### src/dmach_pkg.sv
// dma channel package: register map, encodings, carrier types
package dmach_pkg;
  localparam int CNT_W = 16;
  localparam int VEC_W = 8;
  localparam int NUM_VEC = 256;
  // register byte offsets
  localparam logic [7:0] OFS_ACT_SRC = 8'h00;
  localparam logic [7:0] OFS_ADDR_MODE = 8'h04;
  localparam logic [7:0] OFS_XFER_MODE = 8'h08;
  localparam logic [7:0] OFS_CLR_SEL = 8'h0C;
  localparam logic [7:0] OFS_CH_CTRL = 8'h10;
  localparam logic [7:0] OFS_IRQ_EN = 8'h14;
  localparam logic [7:0] OFS_CTRL_START = 8'h18;
  localparam logic [7:0] OFS_SRC_ADDR = 8'h1C;
  localparam logic [7:0] OFS_DST_ADDR = 8'h20;
  localparam logic [7:0] OFS_COUNT = 8'h24;
  localparam logic [7:0] OFS_STATUS = 8'h28;
  // field positions
  localparam int AM_SRC_LSB = 0;
  localparam int AM_DST_LSB = 2;
  localparam int TM_RS_LSB = 0;
  localparam int TM_MD_LSB = 2;
  localparam int TM_SZ_LSB = 4;
  localparam int STS_BUSY = 0;
  localparam int STS_END = 1;
  localparam int STS_PEND = 2;
  // encodings
  localparam logic [1:0] AM_FIXED = 2'h0;
  localparam logic [1:0] AM_INC = 2'h2;
  localparam logic [1:0] AM_DEC = 2'h3;
  localparam logic [1:0] RS_PERIPH = 2'h1;
  localparam logic [1:0] MD_NORMAL = 2'h0;
  localparam logic [1:0] SZ_BYTE = 2'h0;
  localparam logic [1:0] RESP_OKAY = 2'h0;
  localparam logic [1:0] RESP_SLVERR = 2'h2;
  localparam logic [CNT_W-1:0] CNT_LAST = 16'h0001;
  localparam logic [CNT_W-1:0] CNT_STEP = 16'h0001;
  localparam logic [31:0] ADDR_UNIT = 32'h0000_0001;

  typedef struct packed {
    logic req;
    logic we;
    logic [31:0] addr;
    logic [31:0] wdata;
    logic [1:0] size;
  } dmach_mem_s;

  typedef enum logic [1:0] {
    ENG_IDLE = 2'b00,
    ENG_READ = 2'b01,
    ENG_WRITE = 2'b10
  } dmach_eng_e;

  // address after one transfer: step is 1, 2, 4 or 8 bytes by size
  function automatic logic [31:0] next_addr(input logic [31:0] a, input logic [1:0] mode,
                                            input logic [1:0] sz);
    logic [31:0] step;
    step = ADDR_UNIT << sz;
    case (mode)
      AM_INC: next_addr = a + step;
      AM_DEC: next_addr = a - step;
      default: next_addr = a;
    endcase
  endfunction

  function automatic logic [31:0] merge(input logic [31:0] old, input logic [31:0] d,
                                        input logic [3:0] strb);
    merge = old;
    for (int i = 0; i < 4; i++) begin
      if (strb[i]) begin
        merge[8*i +: 8] = d[8*i +: 8];
      end
    end
  endfunction
endpackage

### src/dmach_channel.sv
// dma channel, normal transfer mode, with axi4-lite register slave
//
// Summary of operation
// - The trigger is the interrupt request whose vector number sits in the source selector.
// - A fixed source address mode leaves the source address unchanged after each transfer.
// - An increment destination mode advances the destination by the unit size per transfer.
// - Transfers start only on requests from the selected peripheral when that source is chosen.
// - Normal mode moves one unit per request and counts down, with no repeat or reload.
// - The lowest size encoding moves one byte and steps addresses by one byte.
// - With the flag-clear select bit at zero, the peripheral flag is cleared at transfer start.
// - After the last counted transfer the end interrupt is raised if it is enabled.
`timescale 1ns/1ps
module dmach_channel (
  input wire logic aclk,
  input wire logic aresetn,
  input wire logic [7:0] awaddr,
  input wire logic awvalid,
  output logic awready,
  input wire logic [31:0] wdata,
  input wire logic [3:0] wstrb,
  input wire logic wvalid,
  output logic wready,
  output logic [1:0] bresp,
  output logic bvalid,
  input wire logic bready,
  input wire logic [7:0] araddr,
  input wire logic arvalid,
  output logic arready,
  output logic [31:0] rdata,
  output logic [1:0] rresp,
  output logic rvalid,
  input wire logic rready,
  input wire logic [dmach_pkg::NUM_VEC-1:0] irq_req,
  output logic irq_clear_valid,
  output logic [dmach_pkg::VEC_W-1:0] irq_clear_vec,
  output dmach_pkg::dmach_mem_s mem,
  input wire logic mem_ack,
  input wire logic [31:0] mem_rdata,
  output logic channel0_end_interrupt
);
  // ----------------------------------------
  // register state
  // ----------------------------------------
  logic [7:0] activation_source_select_reg;
  logic [1:0] source_addr_mode_reg;
  logic [1:0] destination_addr_mode_reg;
  logic [1:0] request_source_select_reg;
  logic [1:0] transfer_mode_select_reg;
  logic [1:0] transfer_size_select_reg;
  logic interrupt_flag_clear_select_reg;
  logic channel_transfer_enable_reg;
  logic transfer_end_irq_enable_reg;
  logic controller_activation_enable_reg;
  logic [31:0] source_address_reg;
  logic [31:0] destination_address_reg;
  logic [dmach_pkg::CNT_W-1:0] transfer_count_reg;
  logic end_flag_reg;
  logic pend_reg;
  logic sel_prev_reg;
  logic [7:0] wr_addr_reg;
  logic [31:0] wr_data_reg;
  logic [3:0] wr_strb_reg;
  logic sel_req;
  logic start;
  logic eng_done;
  logic eng_busy;
  logic wr_fire;
  logic last;
  logic [31:0] rd_next;
  logic rd_hit;
  logic wr_hit;
  logic [31:0] wr_bits;
  logic [31:0] cnt_merged;

  // ----------------------------------------
  // axi4-lite write channel
  // ----------------------------------------
  assign wr_fire = !awready && !wready && !bvalid;

  always_comb begin
    case (wr_addr_reg)
      dmach_pkg::OFS_ACT_SRC, dmach_pkg::OFS_ADDR_MODE, dmach_pkg::OFS_XFER_MODE,
      dmach_pkg::OFS_CLR_SEL, dmach_pkg::OFS_CH_CTRL, dmach_pkg::OFS_IRQ_EN,
      dmach_pkg::OFS_CTRL_START, dmach_pkg::OFS_SRC_ADDR, dmach_pkg::OFS_DST_ADDR,
      dmach_pkg::OFS_COUNT, dmach_pkg::OFS_STATUS: wr_hit = 1'b1;
      default: wr_hit = 1'b0;
    endcase
  end

  always_ff @(posedge aclk) begin
    if (!aresetn) begin
      awready <= 1'b1;
      wready <= 1'b1;
      bvalid <= 1'b0;
      bresp <= dmach_pkg::RESP_OKAY;
      wr_addr_reg <= '0;
      wr_data_reg <= '0;
      wr_strb_reg <= '0;
    end else begin
      if (awvalid && awready) begin
        awready <= 1'b0;
        wr_addr_reg <= awaddr;
      end
      if (wvalid && wready) begin
        wready <= 1'b0;
        wr_data_reg <= wdata;
        wr_strb_reg <= wstrb;
      end
      if (wr_fire) begin
        bvalid <= 1'b1;
        bresp <= wr_hit ? dmach_pkg::RESP_OKAY : dmach_pkg::RESP_SLVERR;
      end
      if (bvalid && bready) begin
        bvalid <= 1'b0;
        awready <= 1'b1;
        wready <= 1'b1;
      end
    end
  end

  // ----------------------------------------
  // configuration registers
  // ----------------------------------------
  assign wr_bits = dmach_pkg::merge('0, wr_data_reg, wr_strb_reg);

  always_ff @(posedge aclk) begin
    if (!aresetn) begin
      activation_source_select_reg <= '0;
      source_addr_mode_reg <= dmach_pkg::AM_FIXED;
      destination_addr_mode_reg <= dmach_pkg::AM_FIXED;
      request_source_select_reg <= '0;
      transfer_mode_select_reg <= dmach_pkg::MD_NORMAL;
      transfer_size_select_reg <= dmach_pkg::SZ_BYTE;
      interrupt_flag_clear_select_reg <= 1'b0;
      transfer_end_irq_enable_reg <= 1'b0;
      controller_activation_enable_reg <= 1'b0;
    end else if (wr_fire && wr_strb_reg[0]) begin
      case (wr_addr_reg)
        dmach_pkg::OFS_ACT_SRC: activation_source_select_reg <= wr_bits[7:0];
        dmach_pkg::OFS_ADDR_MODE: begin
          source_addr_mode_reg <= wr_bits[dmach_pkg::AM_SRC_LSB +: 2];
          destination_addr_mode_reg <= wr_bits[dmach_pkg::AM_DST_LSB +: 2];
        end
        dmach_pkg::OFS_XFER_MODE: begin
          request_source_select_reg <= wr_bits[dmach_pkg::TM_RS_LSB +: 2];
          transfer_mode_select_reg <= wr_bits[dmach_pkg::TM_MD_LSB +: 2];
          transfer_size_select_reg <= wr_bits[dmach_pkg::TM_SZ_LSB +: 2];
        end
        dmach_pkg::OFS_CLR_SEL: interrupt_flag_clear_select_reg <= wr_bits[0];
        dmach_pkg::OFS_IRQ_EN: transfer_end_irq_enable_reg <= wr_bits[0];
        dmach_pkg::OFS_CTRL_START: controller_activation_enable_reg <= wr_bits[0];
        default: ;
      endcase
    end
  end

  // ----------------------------------------
  // addresses, count and channel enable
  // ----------------------------------------
  assign last = (transfer_count_reg == dmach_pkg::CNT_LAST);
  assign cnt_merged = dmach_pkg::merge(32'(transfer_count_reg), wr_data_reg, wr_strb_reg);

  // hardware updates win over a software write in the same cycle
  always_ff @(posedge aclk) begin
    if (!aresetn) begin
      source_address_reg <= '0;
      destination_address_reg <= '0;
      transfer_count_reg <= '0;
      channel_transfer_enable_reg <= 1'b0;
    end else if (eng_done) begin
      source_address_reg <= dmach_pkg::next_addr(source_address_reg, source_addr_mode_reg,
                                                 transfer_size_select_reg);
      destination_address_reg <= dmach_pkg::next_addr(destination_address_reg,
        destination_addr_mode_reg, transfer_size_select_reg);
      transfer_count_reg <= transfer_count_reg - dmach_pkg::CNT_STEP;
      if (last) begin
        channel_transfer_enable_reg <= 1'b0;
      end
    end else if (wr_fire) begin
      case (wr_addr_reg)
        dmach_pkg::OFS_SRC_ADDR:
          source_address_reg <= dmach_pkg::merge(source_address_reg, wr_data_reg, wr_strb_reg);
        dmach_pkg::OFS_DST_ADDR: destination_address_reg <=
          dmach_pkg::merge(destination_address_reg, wr_data_reg, wr_strb_reg);
        dmach_pkg::OFS_COUNT: transfer_count_reg <= cnt_merged[dmach_pkg::CNT_W-1:0];
        dmach_pkg::OFS_CH_CTRL:
          if (wr_strb_reg[0]) channel_transfer_enable_reg <= wr_data_reg[0];
        default: ;
      endcase
    end
  end

  // ----------------------------------------
  // request capture and start
  // ----------------------------------------
  assign sel_req = irq_req[activation_source_select_reg];

  // a request edge arriving while the pending flag is taken still sets it
  always_ff @(posedge aclk) begin
    if (!aresetn) begin
      sel_prev_reg <= 1'b0;
      pend_reg <= 1'b0;
    end else begin
      sel_prev_reg <= sel_req;
      if (sel_req && !sel_prev_reg) begin
        pend_reg <= 1'b1;
      end else if (start) begin
        pend_reg <= 1'b0;
      end
    end
  end

  assign start = pend_reg && channel_transfer_enable_reg
    && controller_activation_enable_reg
    && request_source_select_reg == dmach_pkg::RS_PERIPH
    && transfer_mode_select_reg == dmach_pkg::MD_NORMAL
    && !eng_busy && !eng_done;

  always_ff @(posedge aclk) begin
    if (!aresetn) begin
      irq_clear_valid <= 1'b0;
      irq_clear_vec <= '0;
    end else begin
      irq_clear_valid <= start && !interrupt_flag_clear_select_reg;
      if (start) begin
        irq_clear_vec <= activation_source_select_reg;
      end
    end
  end

  dmach_engine u_engine (
    .aclk(aclk),
    .aresetn(aresetn),
    .start(start),
    .src_addr(source_address_reg),
    .dst_addr(destination_address_reg),
    .size(transfer_size_select_reg),
    .mem_ack(mem_ack),
    .mem_rdata(mem_rdata),
    .mem(mem),
    .done(eng_done),
    .busy(eng_busy)
  );

  // ----------------------------------------
  // transfer end flag and interrupt
  // ----------------------------------------
  always_ff @(posedge aclk) begin
    if (!aresetn) begin
      end_flag_reg <= 1'b0;
      channel0_end_interrupt <= 1'b0;
    end else begin
      if (eng_done && last) begin
        end_flag_reg <= 1'b1;
      end else if (wr_fire && wr_addr_reg == dmach_pkg::OFS_STATUS && wr_strb_reg[0]
                   && wr_data_reg[dmach_pkg::STS_END]) begin
        end_flag_reg <= 1'b0;
      end
      channel0_end_interrupt <= end_flag_reg && transfer_end_irq_enable_reg;
    end
  end

  // ----------------------------------------
  // axi4-lite read channel
  // ----------------------------------------
  always_comb begin
    rd_next = '0;
    rd_hit = 1'b1;
    case (araddr)
      dmach_pkg::OFS_ACT_SRC: rd_next[7:0] = activation_source_select_reg;
      dmach_pkg::OFS_ADDR_MODE: begin
        rd_next[dmach_pkg::AM_SRC_LSB +: 2] = source_addr_mode_reg;
        rd_next[dmach_pkg::AM_DST_LSB +: 2] = destination_addr_mode_reg;
      end
      dmach_pkg::OFS_XFER_MODE: begin
        rd_next[dmach_pkg::TM_RS_LSB +: 2] = request_source_select_reg;
        rd_next[dmach_pkg::TM_MD_LSB +: 2] = transfer_mode_select_reg;
        rd_next[dmach_pkg::TM_SZ_LSB +: 2] = transfer_size_select_reg;
      end
      dmach_pkg::OFS_CLR_SEL: rd_next[0] = interrupt_flag_clear_select_reg;
      dmach_pkg::OFS_CH_CTRL: rd_next[0] = channel_transfer_enable_reg;
      dmach_pkg::OFS_IRQ_EN: rd_next[0] = transfer_end_irq_enable_reg;
      dmach_pkg::OFS_CTRL_START: rd_next[0] = controller_activation_enable_reg;
      dmach_pkg::OFS_SRC_ADDR: rd_next = source_address_reg;
      dmach_pkg::OFS_DST_ADDR: rd_next = destination_address_reg;
      dmach_pkg::OFS_COUNT: rd_next[dmach_pkg::CNT_W-1:0] = transfer_count_reg;
      dmach_pkg::OFS_STATUS: begin
        rd_next[dmach_pkg::STS_BUSY] = eng_busy;
        rd_next[dmach_pkg::STS_END] = end_flag_reg;
        rd_next[dmach_pkg::STS_PEND] = pend_reg;
      end
      default: rd_hit = 1'b0;
    endcase
  end

  always_ff @(posedge aclk) begin
    if (!aresetn) begin
      arready <= 1'b1;
      rvalid <= 1'b0;
      rdata <= '0;
      rresp <= dmach_pkg::RESP_OKAY;
    end else if (arvalid && arready) begin
      arready <= 1'b0;
      rvalid <= 1'b1;
      rdata <= rd_next;
      rresp <= rd_hit ? dmach_pkg::RESP_OKAY : dmach_pkg::RESP_SLVERR;
    end else if (rvalid && rready) begin
      rvalid <= 1'b0;
      arready <= 1'b1;
    end
  end
endmodule

### src/dmach_engine.sv
// dma channel bus engine: one read then one write per start
`timescale 1ns/1ps
module dmach_engine (
  input wire logic aclk,
  input wire logic aresetn,
  input wire logic start,
  input wire logic [31:0] src_addr,
  input wire logic [31:0] dst_addr,
  input wire logic [1:0] size,
  input wire logic mem_ack,
  input wire logic [31:0] mem_rdata,
  output dmach_pkg::dmach_mem_s mem,
  output logic done,
  output logic busy
);
  dmach_pkg::dmach_eng_e state_reg;
  logic [31:0] dst_hold_reg;

  assign busy = (state_reg != dmach_pkg::ENG_IDLE);

  always_ff @(posedge aclk) begin
    if (!aresetn) begin
      state_reg <= dmach_pkg::ENG_IDLE;
      mem <= '0;
      dst_hold_reg <= '0;
      done <= 1'b0;
    end else begin
      done <= 1'b0;
      case (state_reg)
        dmach_pkg::ENG_IDLE: begin
          if (start) begin
            mem.req <= 1'b1;
            mem.we <= 1'b0;
            mem.addr <= src_addr;
            mem.size <= size;
            dst_hold_reg <= dst_addr;
            state_reg <= dmach_pkg::ENG_READ;
          end
        end
        dmach_pkg::ENG_READ: begin
          if (mem_ack) begin
            // the read unit goes straight back out as the write
            mem.we <= 1'b1;
            mem.addr <= dst_hold_reg;
            mem.wdata <= mem_rdata;
            state_reg <= dmach_pkg::ENG_WRITE;
          end
        end
        dmach_pkg::ENG_WRITE: begin
          if (mem_ack) begin
            mem.req <= 1'b0;
            mem.we <= 1'b0;
            done <= 1'b1;
            state_reg <= dmach_pkg::ENG_IDLE;
          end
        end
        default: begin
          mem.req <= 1'b0;
          state_reg <= dmach_pkg::ENG_IDLE;
        end
      endcase
    end
  end
endmodule

### config.mk
export PLATFORM = sky130hd
export DESIGN_NAME = dmach_channel
export DESIGN_NICKNAME = d
export VERILOG_FILES = /design/src/dmach_pkg.sv /design/src/dmach_channel.sv /design/src/dmach_engine.sv
export SDC_FILE = /design/constraint.sdc
export NUM_CORES = 1
export LEC_CHECK = 0
export BUFFER_PORTS_ARGS = -buffer_cell sky130_fd_sc_hd__buf_2
export CORE_ASPECT_RATIO = 0.6
export CORE_MARGIN = 2
export CORE_UTILIZATION = 45
export DETAILED_ROUTE_END_ITERATION = 6
export PLACE_DENSITY = 0.81
export RECOVER_POWER = 100
export SYNTH_ARGS = -nofsm -noshare
export SYNTH_HDL_FRONTEND = slang
export SYNTH_HIERARCHICAL = 1
export SYNTH_SLANG_ARGS = --single-unit
### constraint.sdc
create_clock -name aclk -period 7.4 [get_ports aclk]
set_input_delay 0.74 -clock aclk [delete_from_list [all_inputs] [get_ports aclk]]
set_output_delay 0.74 -clock aclk [all_outputs]
set_load 0.02 [all_outputs]
==> out/results.md, run 1 <==
| Group | Quantity | Value |
|:---|:---|:---|
| synth | Number of library cell types mapped by synthesis | 80 |
| clock tree | Buffer type at the clock tree root | clkbuf_16 |
| placement | Gp weighted congestion | 1.02 |
| timing | Slew margin rel. | -88.8% |
| grt | Number of global-route vias before repair | 17900 |
| synth | Post-synthesis sequential area ratio | 33.2% |
| pwr | Leakage power of the design | 8.31 nW |
| timing | Ratio of final minimum period to clock period | 80.1% |
| synth | Synthesized flop and latch total | 301 |
| clock tree | CTS Sinks | 301 |
| detailed routing | Iteration-0 DRC Markers | 2934 |
| synth | Count of warnings emitted by yosys | 6 |
| timing | Worst hold slack | 0.394 ns |
| grt | Total grt overflow | 0 |
| cells and area | Relative area change from synthesis to final layout | 17.8% |
| synth | Area leader, netlist | dfxtp_1 |
| synth | Synth Flop Type | dfxtp_1 |
| setup path | CP Capture Type | register |
| detailed routing | Via count | 19500 |
| detailed routing | # DRC | 0 |
| min path | Hold Path Class | in -> reg |
| timing | Min Tclk post-route | 5.93 ns |
| synth | Dominant cells by area after synthesis | dfxtp_1 33%, nand2_1 7.2%, a21oi_1 6.7%, mux4_2 6.1%, ha_1 4.5% |
| timing | Pins Over Slew Limit | 269 |
| clock tree | Post_cts resized | 0 |
| clock tree | CTS Buf Count | 28 |
| floorplan | Total core area | 39400 µm² |
| pwr | Pwr Density | 167 nW/µm² |
| floorplan | Site row count | 56 |
| synth | Share of synthesized flip-flops with an asynchronous set or reset | 0% |
| grt | Antenna violations before repair | 10 |
| synth | Area fraction of the dominant cell type after synthesis | 33.2% |
| cells and area | Leading cell type in the layout, fill and taps excluded | nand2_1 |
| floorplan | Area enclosed by the die boundary | 42000 µm² |
| grt | Overall fraction of global-route tracks in use | 35.6% |
| cells and area | Net count reported at finish | 3003 |
| timing | Setup_tns | 0 ns |
| clock tree | Total setup buffers inserted after CTS | 0 |
| detailed routing | Residual antenna-violating net count after detailed routing | 0 |
| synth | Synthesized area | 18100 µm² |
| detailed routing | Count of TritonRoute iterations in the first routing pass | 7 |
| clock tree | Clock tree from TritonCTS | yes |
| synth | Post-synthesis cell count | 2232 |
| cells and area | Highest-count cells in the layout ignoring fill and taps | 348 x nand2_1, 345 x buf_2, 300 x dfxtp_1 |
| clock tree | Clock input transition at the sequential cells of the worst setup and hold paths | 0.07 ns |
| detailed routing | Drt total wl | 77300 µm |
| cells and area | Largest register FFs | 68 |
| synth | Synth Area per Inst | 8.13 µm² |
| clock tree | H-tree Lvls | 1 |
| setup path | Worst Path Required | 7.89 ns |
| cells and area | Reg with most FFs | u_engine/mem |
| synth | Number of enable flip-flop cells after synthesis | 0 |
| setup path | Critical setup path kind | reg -> reg |
| outcome | Violated checks | max-capacitance violations, max-slew violations |
| setup path | Sort of element at the start of the critical path | register |
| grt | Largest net degree at the start of global routing | 100 |
| run | Count of max-cap constraint violations | 6 |
| timing | Max frequency | 169 MHz |
| timing | Setup repair after global routing missed its margin | no |
| clock tree | Hold bufs inserted after CTS | 0 |
| cells and area | Share of layout cells above drive strength 1 | 19.0% |
| timing | Final setup fails | 0 |
| setup path | Arr. time, crit path | 6.41 ns |
| placement | Post-DP HPWL | 61100 µm |
| clock tree | Max Root-Sink Buffers | 3 |
| floorplan | Number of placed I/O pins | 467 |
| floorplan | Die Ht | 160 µm |
| pwr | Peak supply drop | 0.187 mV |
| detailed routing | Routed vias/inst | 6.21 |
| setup path | Crit path max fanout | 43 |
| pwr | PnR Total Power | 3.56 mW |
| timing | Worst-case clock skew | 0.0173 ns |
| placement | Number of buffer cells added on primary ports | 464 |
| grt | Wire length of the first global-routing pass | 115000 µm |
| timing | Transition time of the tightest slew-check pin | 2.82 ns |
| clock tree | Latest clock arrival within the worst-skew pair | 0.58 ns |
| floorplan | Horizontal die dimension | 263 µm |
| timing | Hold Violations, Final | 0 |
| floorplan | Initial Utilization | 46.1% |
| outcome | Outcome | finished with violations |
| detailed routing | Routed length per placed instance | 24.7 µm |
-- path summary, 6_finish.rpt --
check | from | end | slack (ns) | cells after the start
worst min-delay path | wvalid | wready | 0.39 | 2
worst max-delay path | u_engine/done | u_engine/mem[60] | 1.47 | 8
worst min register to register | sel_prev_reg | pend_reg | 0.42 | 1
worst max register to register | u_engine/done | u_engine/mem[60] | 1.47 | 8
-- critical path: stages, from the launching register on --
cell and delay [ns]:
dfxtp_1 0.64, nor4_1 0.38, nand4_1 0.52, clkinv_1 0.44, nor3b_1 0.26, clkbuf_1 0.93
clkbuf_1 1.60, a22oi_1 0.71, a21boi_0 0.31
-- synth_stat cells, drive strengths merged, types with 8 or more instances --
cell type,number
nand4,10
ha,65
a222oi,9
a21boi,102
nor3,54
a21oi,242
o22ai,16
nor2b,30
nor2,165
a31oi,27
mux4,49
or3,11
mux2,13
o211ai,17
a311oi,8
a211oi,20
a22oi,43
nand2,348
nor4,10
and3,10
and2,12
mux2i,64
xnor2,38
o21ai,115
nand3,71
nor3b,9
nand2b,19
inv,34
buf,54
clkbuf,109
dfxtp,301
xor2,12
a221oi,22
a21o,33
-- final cells by class --
type	count	area [µm²]
multi-input combinational	1734	11200
fill	3793	18000
timing repair buffer	488	2340
tap	522	653
antenna	5	12.5
sequential	301	6030
clock buffer	40	838
inverter	35	134
clock inverter	10	138
-- metrics by stage --
step	setup WS [ns]	area [µm²]	cells	utilization, %
final	1.47	21400	3135	54.3
after global routing	1.28	21400	3132	54.2
after CTS	2.79	21500	3130	54.7
after detailed placement	2.83	20600	3080	52.2
after global placement	2.98	20600	3080	52.2
after floorplan	3.66	18100	2233	-
-- metal layers --
metal | vias to the layer above | GRT usage (%) | share of wire [%]
met2 | 1149 | 46.2 | 38
met5 | - | 0 | 0.031
met4 | 4 | 5.87 | 1.8
met3 | 118 | 12.4 | 13
met1 | 9368 | 55.7 | 47
li1 | 8842 | - | -
-- power by group --
| part | leakage (nW) | switching (mW) | total [mW] | internal (mW) |
|---|---|---|---|---|
| combinational | 5.40 | 0.181 | 0.322 | 0.141 |
| sequential | 2.44 | 0.0294 | 1.67 | 1.65 |
| clock | 0.474 | 0.673 | 1.57 | 0.893 |
-- logic make-up after synthesis --
family | synth area share [%]
AOI/OAI and AO/OA | 25.0
DFF | 33.2
and+or+nand+nor | 19.3
xor gates and xnor gates | 2.41
adders and majority gates | 4.70
other | 0.0207
buffers and inverters | 4.92
muxes | 10.4
Power figures use the tool's default switching activity.
==> run 2: changes to the inputs <==
--- a/config.mk
+++ b/config.mk
@@ -10,7 +10,7 @@
 export CORE_MARGIN = 2
 export CORE_UTILIZATION = 45
 export DETAILED_ROUTE_END_ITERATION = 6
-export PLACE_DENSITY = 0.81
+export PLACE_DENSITY = 0.83
 export RECOVER_POWER = 100
 export SYNTH_ARGS = -nofsm -noshare
 export SYNTH_HDL_FRONTEND = slang
==> constraint.sdc (replaced) <==
create_clock -name aclk -period 5.2 [get_ports aclk]
set_input_delay 0.52 -clock aclk [delete_from_list [all_inputs] [get_ports aclk]]
set_output_delay 0.52 -clock aclk [all_outputs]
set_load 0.02 [all_outputs]
==> out/results.md, run 2 (synthesis results as in run 1) <==
| Group | Quantity | Value |
|:---|:---|:---|
| setup path | WP buf/inv | 0 |
| detailed routing | Residual antenna-violating net count after detailed routing | 0 |
| timing | Slew margin rel. | -120% |
| min path | Start point of the worst hold path | wvalid |
| pwr | Power share of the combinational group | 9.4% |
| pwr | Peak supply drop | 0.192 mV |
| detailed routing | Count of TritonRoute iterations in the first routing pass | 7 |
| floorplan | Total core area | 39400 µm² |
| grt | Overall fraction of global-route tracks in use | 36.4% |
| detailed routing | Iteration-0 DRC Markers | 2645 |
| cells and area | Net count reported at finish | 3007 |
| cells and area | Highest-count cells in the layout ignoring fill and taps | 348 x nand2_1, 346 x buf_2, 298 x dfxtp_1 |
| floorplan | Initial Utilization | 46.1% |
| pwr | Pwr Density | 227 nW/µm² |
| timing | Hold Violations, Final | 0 |
| floorplan | Die Ht | 160 µm |
| setup path | CP Capture Type | register |
| timing | Setup repair after global routing missed its margin | no |
| placement | Post-DP HPWL | 62400 µm |
| clock tree | CTS Sinks | 301 |
| clock tree | Buffer type at the clock tree root | clkbuf_16 |
| setup path | Critical register-to-register path startpoint | transfer_size_select_reg[0] |
| clock tree | CTS Buf Count | 26 |
| cells and area | Leading cell type in the layout, fill and taps excluded | nand2_1 |
| pwr | NetSw | 1.24 mW |
| pwr | Portion of total power attributed to the clock network | 41.4% |
| timing | Min Tclk post-route | 4.50 ns |
| detailed routing | # DRC | 0 |
| pwr | Leakage power of the design | 8.28 nW |
| cells and area | Share of layout cells above drive strength 1 | 19.2% |
| setup path | Crit path max-delay cell type | ha_1 |
| setup path | Cell class contributing the biggest share of worst-path delay | compound AO/OA/AOI/OAI gates |
| detailed routing | Via count | 19300 |
| cells and area | Area of combinational cells with multiple inputs | 11200 µm² |
| clock tree | Hold bufs inserted after CTS | 0 |
| pwr | Share of power burned in registers | 49.2% |
| timing | Pins Over Slew Limit | 410 |
| clock tree | Clock input transition at the sequential cells of the worst setup and hold paths | 0.08 ns |
| timing | Ratio of final minimum period to clock period | 86.6% |
| cells and area | Relative area change from synthesis to final layout | 17.6% |
| grt | Largest net degree at the start of global routing | 105 |
| setup path | Sort of element at the start of the critical path | register |
| clock tree | Post_cts resized | 0 |
| detailed routing | Drt total wl | 79100 µm |
| grt | Number of global-route vias before repair | 17700 |
| setup path | Critical setup path kind | reg -> reg |
| grt | Wire length of the first global-routing pass | 116000 µm |
| clock tree | Clock tree from TritonCTS | yes |
| pwr | Cell-internal power | 3.60 mW |
| floorplan | Horizontal die dimension | 263 µm |
| outcome | Violated checks | max-capacitance violations, max-slew violations |
| outcome | Outcome | finished with violations |
| floorplan | Area enclosed by the die boundary | 42000 µm² |
| timing | Final worst slack | 0.698 ns |
| cells and area | Largest register FFs | 68 |
| min path | Hold Path Class | in -> reg |
| timing | Worst-case clock skew | 0.0130 ns |
| clock tree | Total setup buffers inserted after CTS | 0 |
| pwr | Switching power as a share of total power | 25.6% |
| clock tree | H-tree Lvls | 1 |
| timing | Max frequency | 222 MHz |
| clock tree | Max Root-Sink Buffers | 3 |
| grt | Total grt overflow | 0 |
| clock tree | Latest clock arrival within the worst-skew pair | 0.57 ns |
| run | Count of max-cap constraint violations | 7 |
| timing | Setup_tns | 0 ns |
| placement | Number of buffer cells added on primary ports | 464 |
| cells and area | Reg with most FFs | u_engine/mem |
| detailed routing | Routed length per placed instance | 25.2 µm |
| setup path | Crit path max fanout | 14 |
| setup path | Worst Setup SP | transfer_size_select_reg[0] |
| setup path | Worst Path Required | 5.56 ns |
| placement | Gp weighted congestion | 0.996 |
| setup path | Crit path cell chain | or2_2, ha_1, nand2b_1, nand2_1, ha_1, o21ai_0, o21ai_0, a21oi_1, o211ai_1, a41oi_1, nor3_1, nor3_1, mux2i_1, a21oi_1 |
| timing | Transition time of the tightest slew-check pin | 3.30 ns |
| floorplan | Number of placed I/O pins | 467 |
| cells and area | Area used by sequential logic in the layout | 6030 µm² |
| setup path | Arr. time, crit path | 4.86 ns |
| cells and area | Fill cell total of the finished layout | 3775 |
| grt | Antenna violations before repair | 12 |
| detailed routing | Routed vias/inst | 6.15 |
| setup path | Longest individual stage delay on the worst path | 0.58 ns |
| timing | Final setup fails | 0 |
| placement | Worst slack at placement | 0.972 ns |
| floorplan | Site row count | 56 |
run 2: changes by cell type in the layout (fill, tap and decap cells not counted), sizes merged:
cell      delta
diode        +5
inv          -1
buf          +3
clkinvlp     +3
clkbuf       -1
bufinv       -2
clkinv       +1
run 2: metrics by stage:
| step | cells | hold slack, ns | util [%] | area [µm²] | total power, mW |
|---|---|---|---|---|---|
| after floorplan | 2233 | 0.400 | - | 18100 | 2.63 |
| after global placement | 3086 | 0.410 | 52.4 | 20700 | 2.87 |
| after detailed placement | 3086 | 0.413 | 52.4 | 20700 | 2.88 |
| after CTS | 3133 | 0.163 | 54.6 | 21500 | 4.84 |
| after global routing | 3137 | 0.184 | 54.1 | 21300 | 4.97 |
| final | 3143 | 0.175 | 54.2 | 21300 | 4.84 |
run 2: routing by layer:
layer | global-route usage (%) | wire, µm | vias up
met5 | 0 | 0 | -
li1 | - | - | 8855
met4 | 5.04 | 1140 | 0
met2 | 49.3 | 30900 | 1054
met1 | 58.4 | 38000 | 9338
met3 | 8.48 | 9020 | 89
run 2: cell type report:
class | count | area share [%]
Multi-Input combinational cell | 1734 | 52.6
Sequential cell | 301 | 28.3
Timing Repair Buffer | 494 | 11.3
Clock buffer | 36 | 3.51
Tap cell | 522 | 3.06
Inverter | 35 | 0.622
Clock inverter | 11 | 0.475
Antenna cell | 10 | 0.117
run 2: power groups by stage:
stage               Clock (mW)  Sequential, mW  Combinational (mW)
finish                    2.00            2.39               0.455
global route              2.10            2.39               0.487
CTS                       2.01            2.38               0.448
detailed placement           0            2.44               0.446
global placement             0            2.43               0.440
floorplan                    0            2.43               0.197
run 2: final timing paths:
| check | endpoint | slack (ns) | depth (start not counted) |
|---|---|---|---|
| max | source_address_reg[28] | 0.70 | 14 |
| min reg2reg | pend_reg | 0.42 | 1 |
| min | wready | 0.18 | 2 |
| max reg2reg | source_address_reg[28] | 0.70 | 14 |
